## config.mk

```make
export PLATFORM = sky130hd
export DESIGN_NAME = sld_top
export DESIGN_NICKNAME = d
export VERILOG_FILES = /design/src/design/sld_pkg.sv /design/src/design/sld_top.sv
export VERILOG_INCLUDE_DIRS = /design/src /design/src/design
export SDC_FILE = /design/constraint.sdc
export NUM_CORES = 1
export LEC_CHECK = 0
export CAP_MARGIN = 20
export CORE_MARGIN = 2
export CORE_UTILIZATION = 55
export DETAILED_ROUTE_END_ITERATION = 7
export DONT_BUFFER_PORTS = 1
export PLACE_DENSITY = 0.74
export SYNTH_ARGS = -nofsm -noshare
export SYNTH_HDL_FRONTEND = slang
export SYNTH_SLANG_ARGS = --single-unit
```

## constraint.sdc

```tcl
create_clock -name clk_i -period 4.5 [get_ports clk_i]
set_input_delay 0.225 -clock clk_i [delete_from_list [all_inputs] [get_ports clk_i]]
set_output_delay 0.225 -clock clk_i [all_outputs]
set_load 0.03 [all_outputs]
```

## src/design/sld_cfg.svh

```systemverilog
// register offsets, field positions, reset values and timing counts of the stall load detector
`ifndef SLD_CFG_SVH
`define SLD_CFG_SVH

`define SLD_OFS_CTRL 8'h00
`define SLD_OFS_THRESHOLD 8'h04
`define SLD_OFS_LOW_LIMIT 8'h08
`define SLD_OFS_HIGH_LIMIT 8'h0c
`define SLD_OFS_LOAD 8'h10
`define SLD_OFS_INTERVAL 8'h14
`define SLD_OFS_INT_STATUS 8'h18
`define SLD_OFS_INT_CLEAR 8'h1c
`define SLD_OFS_INT_ENABLE 8'h20

`define SLD_CTRL_SILENT_BIT 0
`define SLD_INT_STALL_BIT 0
`define SLD_INT_UPDATE_BIT 1

`define SLD_LOAD_MAX 10'h1fe
`define SLD_RST_CTRL 1'h0
`define SLD_RST_THRESHOLD 8'h00
`define SLD_RST_LOW_LIMIT 20'h00000
`define SLD_RST_HIGH_LIMIT 20'h00000
`define SLD_RST_INT_ENABLE 2'h0

`define SLD_PULSE_NS 160
`define SLD_CLK_NS 40
`define SLD_PULSE_CYCLES ((`SLD_PULSE_NS + `SLD_CLK_NS - 1) / `SLD_CLK_NS)

`endif

```

## src/design/sld_pkg.sv

```systemverilog
// types shared by the stall load detector
`default_nettype none
package sld_pkg;
	typedef logic [9:0] sld_load_type;
	typedef logic [1:0] sld_irq_type;
	typedef enum logic {SLD_BUS_IDLE, SLD_BUS_ACK} sld_bus_type;
endpackage : sld_pkg
`default_nettype wire

```

## src/design/sld_top.sv

```systemverilog
// stall load detector: load measurement latch, stall comparator, diagnostic pulse and wishbone registers
// What this block does
// - load measurement unsigned, 0 to 510, higher lighter
// - stall when measurement below doubled threshold
// - larger threshold flags stall at lower torque
// - stall gives pulse on fault pin, not level
// - pulse only silent mode, low>=interval>high
// - measurement refreshed once per full step
// - low limit compared directly against step interval
//
// The placing of the registers and the Wishbone slave port are this design's own decisions.
`default_nettype none
`include "sld_cfg.svh"
module sld_top #(
	parameter int INTERVAL_W = 20,
	parameter int THRESHOLD_W = 8,
	parameter int PULSE_CYCLES = `SLD_PULSE_CYCLES
) (
	input wire logic clk_i,
	input wire logic rst_i,
	input wire logic cyc_i,
	input wire logic stb_i,
	input wire logic we_i,
	input wire logic [7:0] adr_i,
	input wire logic [3:0] sel_i,
	input wire logic [31:0] dat_i,
	output logic [31:0] dat_o,
	output logic ack_o,
	input wire logic step_i,
	input wire logic full_step_i,
	input wire logic [9:0] load_sample_i,
	output logic fault_indicator_pin_o,
	output logic irq_o
);
	localparam logic [INTERVAL_W-1:0] INTERVAL_MAX = '1;

	// address decode shared by read and write paths
	function automatic logic hit(input logic [7:0] adr, input logic [7:0] ofs);
		hit = (adr[7:2] == ofs[7:2]);
	endfunction : hit

	// bus slave state
	sld_pkg::sld_bus_type bus_ff, nxt_bus;
	logic [31:0] dat_ff, nxt_dat;
	logic wr_en;

	// configuration
	logic silent_ff, nxt_silent;
	logic [THRESHOLD_W-1:0] stall_threshold_ff, nxt_stall_threshold;
	logic [INTERVAL_W-1:0] low_velocity_limit_ff, nxt_low_velocity_limit;
	logic [INTERVAL_W-1:0] high_velocity_limit_ff, nxt_high_velocity_limit;
	sld_pkg::sld_irq_type int_enable_ff, nxt_int_enable;
	sld_pkg::sld_irq_type int_status_ff, nxt_int_status;
	logic irq_ff, nxt_irq;

	// measurement and detection
	logic [INTERVAL_W-1:0] step_count_ff, nxt_step_count;
	logic [INTERVAL_W-1:0] step_interval_measure_ff, nxt_step_interval_measure;
	sld_pkg::sld_load_type load_measurement_ff, nxt_load_measurement;
	logic eval_ff, nxt_eval;
	logic [7:0] pulse_cnt_ff, nxt_pulse_cnt;
	logic pin_ff, nxt_pin;
	logic gate_ok;
	logic below;
	logic fire;
	sld_pkg::sld_load_type doubled;

	assign wr_en = cyc_i && stb_i && we_i && (bus_ff == sld_pkg::SLD_BUS_ACK);

	always_comb begin
		nxt_bus = sld_pkg::SLD_BUS_IDLE;
		nxt_dat = 32'h00000000;
		unique case (bus_ff)
			sld_pkg::SLD_BUS_IDLE: begin
				if (cyc_i && stb_i) begin
					nxt_bus = sld_pkg::SLD_BUS_ACK;
					if (hit(adr_i, `SLD_OFS_CTRL)) nxt_dat[`SLD_CTRL_SILENT_BIT] = silent_ff;
					if (hit(adr_i, `SLD_OFS_THRESHOLD)) nxt_dat[THRESHOLD_W-1:0] = stall_threshold_ff;
					if (hit(adr_i, `SLD_OFS_LOW_LIMIT)) nxt_dat[INTERVAL_W-1:0] = low_velocity_limit_ff;
					if (hit(adr_i, `SLD_OFS_HIGH_LIMIT)) nxt_dat[INTERVAL_W-1:0] = high_velocity_limit_ff;
					if (hit(adr_i, `SLD_OFS_LOAD)) nxt_dat[9:0] = load_measurement_ff;
					if (hit(adr_i, `SLD_OFS_INTERVAL)) nxt_dat[INTERVAL_W-1:0] = step_interval_measure_ff;
					if (hit(adr_i, `SLD_OFS_INT_STATUS)) nxt_dat[1:0] = int_status_ff;
					if (hit(adr_i, `SLD_OFS_INT_ENABLE)) nxt_dat[1:0] = int_enable_ff;
				end
			end
			sld_pkg::SLD_BUS_ACK: begin
				// read data stands for the ack cycle only
				nxt_bus = sld_pkg::SLD_BUS_IDLE;
			end
		endcase
	end

	always_ff @(posedge clk_i) begin
		if (rst_i) begin
			bus_ff <= sld_pkg::SLD_BUS_IDLE;
			dat_ff <= 32'h00000000;
		end else begin
			bus_ff <= nxt_bus;
			dat_ff <= nxt_dat;
		end
	end

	assign ack_o = (bus_ff == sld_pkg::SLD_BUS_ACK);
	assign dat_o = dat_ff;

	// register writes take effect at the edge that samples ack
	always_comb begin
		nxt_silent = silent_ff;
		nxt_stall_threshold = stall_threshold_ff;
		nxt_low_velocity_limit = low_velocity_limit_ff;
		nxt_high_velocity_limit = high_velocity_limit_ff;
		nxt_int_enable = int_enable_ff;
		nxt_int_status = int_status_ff;
		if (wr_en && sel_i[0] && hit(adr_i, `SLD_OFS_CTRL)) nxt_silent = dat_i[`SLD_CTRL_SILENT_BIT];
		if (wr_en && sel_i[0] && hit(adr_i, `SLD_OFS_THRESHOLD)) nxt_stall_threshold = dat_i[THRESHOLD_W-1:0];
		if (wr_en && hit(adr_i, `SLD_OFS_LOW_LIMIT)) begin
			for (int b = 0; b < INTERVAL_W; b++) begin
				if (sel_i[b/8]) nxt_low_velocity_limit[b] = dat_i[b];
			end
		end
		if (wr_en && hit(adr_i, `SLD_OFS_HIGH_LIMIT)) begin
			for (int b = 0; b < INTERVAL_W; b++) begin
				if (sel_i[b/8]) nxt_high_velocity_limit[b] = dat_i[b];
			end
		end
		if (wr_en && sel_i[0] && hit(adr_i, `SLD_OFS_INT_ENABLE)) nxt_int_enable = dat_i[1:0];
		if (wr_en && sel_i[0] && hit(adr_i, `SLD_OFS_INT_CLEAR)) nxt_int_status = int_status_ff & ~dat_i[1:0];
		// events win over a clear in the same cycle
		if (fire) nxt_int_status[`SLD_INT_STALL_BIT] = 1'b1;
		if (eval_ff) nxt_int_status[`SLD_INT_UPDATE_BIT] = 1'b1;
		nxt_irq = |(nxt_int_status & nxt_int_enable);
	end

	always_ff @(posedge clk_i) begin
		if (rst_i) begin
			silent_ff <= `SLD_RST_CTRL;
			stall_threshold_ff <= `SLD_RST_THRESHOLD;
			low_velocity_limit_ff <= `SLD_RST_LOW_LIMIT;
			high_velocity_limit_ff <= `SLD_RST_HIGH_LIMIT;
			int_enable_ff <= `SLD_RST_INT_ENABLE;
			int_status_ff <= 2'h0;
			irq_ff <= 1'b0;
		end else begin
			silent_ff <= nxt_silent;
			stall_threshold_ff <= nxt_stall_threshold;
			low_velocity_limit_ff <= nxt_low_velocity_limit;
			high_velocity_limit_ff <= nxt_high_velocity_limit;
			int_enable_ff <= nxt_int_enable;
			int_status_ff <= nxt_int_status;
			irq_ff <= nxt_irq;
		end
	end

	assign irq_o = irq_ff;

	// step interval, load latch and stall pulse
	assign doubled = sld_pkg::sld_load_type'({stall_threshold_ff[THRESHOLD_W-1:0], 1'b0});
	assign below = load_measurement_ff < doubled;
	assign gate_ok = silent_ff && (low_velocity_limit_ff >= step_interval_measure_ff)
		&& (step_interval_measure_ff > high_velocity_limit_ff);
	assign fire = eval_ff && gate_ok && below;

	always_comb begin
		nxt_step_count = (step_count_ff == INTERVAL_MAX) ? step_count_ff : step_count_ff + 1'b1;
		nxt_step_interval_measure = step_interval_measure_ff;
		if (step_i) begin
			nxt_step_interval_measure = nxt_step_count;
			nxt_step_count = '0;
		end
		nxt_load_measurement = load_measurement_ff;
		if (full_step_i) begin
			nxt_load_measurement = (load_sample_i > `SLD_LOAD_MAX) ? `SLD_LOAD_MAX : load_sample_i;
		end
		nxt_eval = full_step_i;
		nxt_pulse_cnt = (pulse_cnt_ff != 8'h00) ? pulse_cnt_ff - 8'h01 : 8'h00;
		if (fire) nxt_pulse_cnt = 8'(PULSE_CYCLES);
		nxt_pin = (nxt_pulse_cnt != 8'h00);
	end

	always_ff @(posedge clk_i) begin
		if (rst_i) begin
			step_count_ff <= '0;
			step_interval_measure_ff <= '1;
			load_measurement_ff <= 10'h000;
			eval_ff <= 1'b0;
			pulse_cnt_ff <= 8'h00;
			pin_ff <= 1'b0;
		end else begin
			step_count_ff <= nxt_step_count;
			step_interval_measure_ff <= nxt_step_interval_measure;
			load_measurement_ff <= nxt_load_measurement;
			eval_ff <= nxt_eval;
			pulse_cnt_ff <= nxt_pulse_cnt;
			pin_ff <= nxt_pin;
		end
	end

	assign fault_indicator_pin_o = pin_ff;
endmodule : sld_top
`default_nettype wire

```

==> metrics.md <==
| Metric | Value |
|---|---|
| Antenna viol nets, final | `0` |
| DR vias | `5,918` |
| WL per Instance | `18.0 um` |
| Tmin final | `2.69 ns` |
| Share of cells above drive strength 1 | `0.0651` |
| Number of synthesized register bits | `135` |
| Worst-margin pin slew | `0.958 ns` |
| Initial antenna violation count | `0` |
| Leading post-synthesis cells by cell area | `dfxtp_1 39%, ha_1 9.1%, mux2i_1 6.7%, nor2_1 5.8%, a21oi_1 3.3%` |
| RSZ-0062 raised after global routing | `no` |
| Root Buffer | `clkbuf_16` |
| PwrDens | `377 nW/um2` |
| Largest area contributor in the netlist | `dfxtp_1` |
| Core Util, Final | `0.643` |
| Routability cong. | `0.919` |
| Placed Cells | `921` |
| Reg clk slew, reported paths | `0.05 ns` |
| CTS tree | `done` |
| Nets | `915` |
| Worst setup SP type | `flip-flop` |
| Slew Limit Fails | `0` |
| Dominant synthesized flop cell | `dfxtp_1` |
| Final period util | `0.598` |
| Die width | `116 um` |
| Clock sinks | `135` |
| TritonCTS Buffers | `17` |
| Worst min path class | `input pin to flip-flop` |
| Pin count of the biggest net entering global routing | `70` |
| Total global routing overflow | `0` |
| Final HPWL DP | `12.2 mm` |
| Leak Pwr | `3.31 nW` |
| Fin Setup TNS | `0 ns` |
| Crit path DAT | `2.99 ns` |
| FFs w/ async S/R, synth | `0` |
| VDD IR max | `0.000275 V` |
| 1st-iter DRT viols | `641` |
| Post-synth EDFFs | `0` |
| Status | `finished clean` |
| H-tree levels | `4` |
| Area growth syn-to-layout | `13.1%` |
| Fill cells | `990` |
| Top-area cell type share of the netlist area | `0.392` |
| Fin. Hold Viols | `0` |
| Gr usage total | `0.273` |
| IO Count | `96` |
| Vias in the first global route | `5,678` |
| Die Y | `116 um` |
| Clock buffer depth | `2` |
| Non-filler cells, final | `982` |
| First-pass DRT Iterations | `8` |
| Post-synth top cells | `135 x dfxtp_1, 106 x nor2_1, 61 x nand2_1` |
| Post-CTS setup buffer count | `0` |
| Layout Skew | `0.00788 ns` |
| Fmax | `0.372 GHz` |
| # diodes | `0` |
| Area of the core | `12,100 um2` |
| Remaining DRCs | `0` |
| Row count | `40` |
| Most frequent cell after synthesis | `dfxtp_1` |
| Drt via density | `6.03` |
| DIE AREA | `13,400 um2` |
| Peak fanout along the critical path | `14` |
| First-pass GRT wire length | `28.4 mm` |
| Final hold slack | `0.0143 ns` |
| Clock Latency Late Sink | `0.42 ns` |
| Final wirelength | `17.7 mm` |
| Crit path kind | `flip-flop to flip-flop` |
| Syn_area_per_cell | `8.73 um2` |
| Unique masters post-synth | `66` |
| YS warnings | `0` |
| Initial Utilization | `0.569` |
| Tot Pwr | `2.94 mW` |
| Crit end category | `flip-flop` |
| I/O Buffers | `0` |
| Sequential area share after synthesis | `0.392` |
| Mapped Cells | `789` |
| Mapped Area | `6890 um2` |
| Worst path required time | `4.80 ns` |
| Worst slew margin | `0.356` |
| Max Cap Viol | `0` |
| Setup-failing EPs final | `0` |
==> through the flow <==
stage               setup WS (ns)  area [um2]
floorplan                    2.40        6930
global placement             1.88        6910
detailed placement           1.84        6910
CTS                          1.81        7790
global route                 1.69        7790
finish                       1.81        7790
==> repair_timing <==
item                      4_1_cts  5_1_grt
hold endpoints to repair       74        0
gates resized for setup         0        0
hold buffers                   32        0
==> path summary, 6_finish.rpt <==
check / from / to / slack, ns / cells after the start
setup / recovery: ack_o$_SDFF_PP0_ / stall_threshold_ff[3]$_SDFFE_PP0P_ / 1.81 / 5
hold / removal: dat_i[0] / int_status_ff[0]$_SDFF_PP0_ / 0.01 / 3
setup reg to reg: ack_o$_SDFF_PP0_ / stall_threshold_ff[3]$_SDFFE_PP0P_ / 1.81 / 5
hold reg to reg: high_velocity_limit_ff[7]$_SDFFE_PP0P_ / high_velocity_limit_ff[7]$_SDFFE_PP0P_ / 0.47 / 2
==> registers in the layout, indices dropped and copies added, names as in the netlist <==
register and cells:
eval_ff 1, silent_ff 1, high_velocity_limit_ff 20, load_measurement_ff 10, fault_indicator_pin_o 1, int_enable_ff 2
step_count_ff 20, step_interval_measure_ff 20, int_status_ff 2, irq_o 1, dat_o 20, pulse_cnt_ff 8
ack_o 1, stall_threshold_ff 8, low_velocity_limit_ff 20
==> placed cells by master, fill, tap and decap left out, types with 15 or more instances in the layout <==
| cell | Yosys | layout |
|---|---|---|
| dfxtp_1 | 135 | 135 |
| nor2_1 | 106 | 106 |
| nand2_1 | 61 | 61 |
| inv_1 | 59 | 59 |
| ha_1 | 50 | 50 |
| mux2i_1 | 46 | 46 |
| a21oi_1 | 46 | 46 |
| dlygate4sd3_1 | 0 | 31 |
| nand3_1 | 30 | 30 |
| clkbuf_16 | 0 | 17 |
| nor3_1 | 16 | 16 |
| o21ai_0 | 16 | 16 |
| nand4_1 | 15 | 15 |
==> layer usage <==
metal,up-vias,track usage,wire length [um]
met3,41,0.0758,1500
met5,-,0,0
met1,2802,0.341,7220
li1,2816,-,-
met4,0,0.122,478
met2,259,0.443,8500
==> kinds of logic after synthesis <==
group                      Yosys count  synth area share
buffers and inverters              109            0.0674
adders and majority gates           50            0.0908
AOI/OAI and AO/OA                  146             0.153
xor gates and xnor gates            20            0.0254
other                                1          0.000545
muxes                               49            0.0734
and+or+nand+nor                    279             0.197
DFF                                135             0.392
==> worst max-delay path: stages (launching register included) <==
cell and delay [ns]:
dfxtp_1 0.54, and4_1 0.51, and2_1 0.55, nand3_1 0.59
mux2i_1 0.30, nor2_1 0.07
==> power by group <==
part | internal [mW] | leakage, nW | total, mW | switching (mW)
Clock | 0.805 | 0.269 | 1.29 | 0.481
Sequential | 1.25 | 1.10 | 1.31 | 0.0628
Combinational | 0.142 | 1.95 | 0.340 | 0.198
==> final cells by class <==
| type | count | area (um2) | share of cell area |
|---|---|---|---|
| Multi-Input combinational cell | 556 | 3760 | 0.483 |
| Sequential cell | 135 | 2700 | 0.347 |
| Clock buffer | 25 | 495 | 0.0636 |
| Timing Repair Buffer | 33 | 345 | 0.0443 |
| Inverter | 61 | 229 | 0.0294 |
| Tap cell | 168 | 210 | 0.0270 |
| Clock inverter | 4 | 45.0 | 0.00578 |
Note: power is estimated with default switching activity, not from simulation.
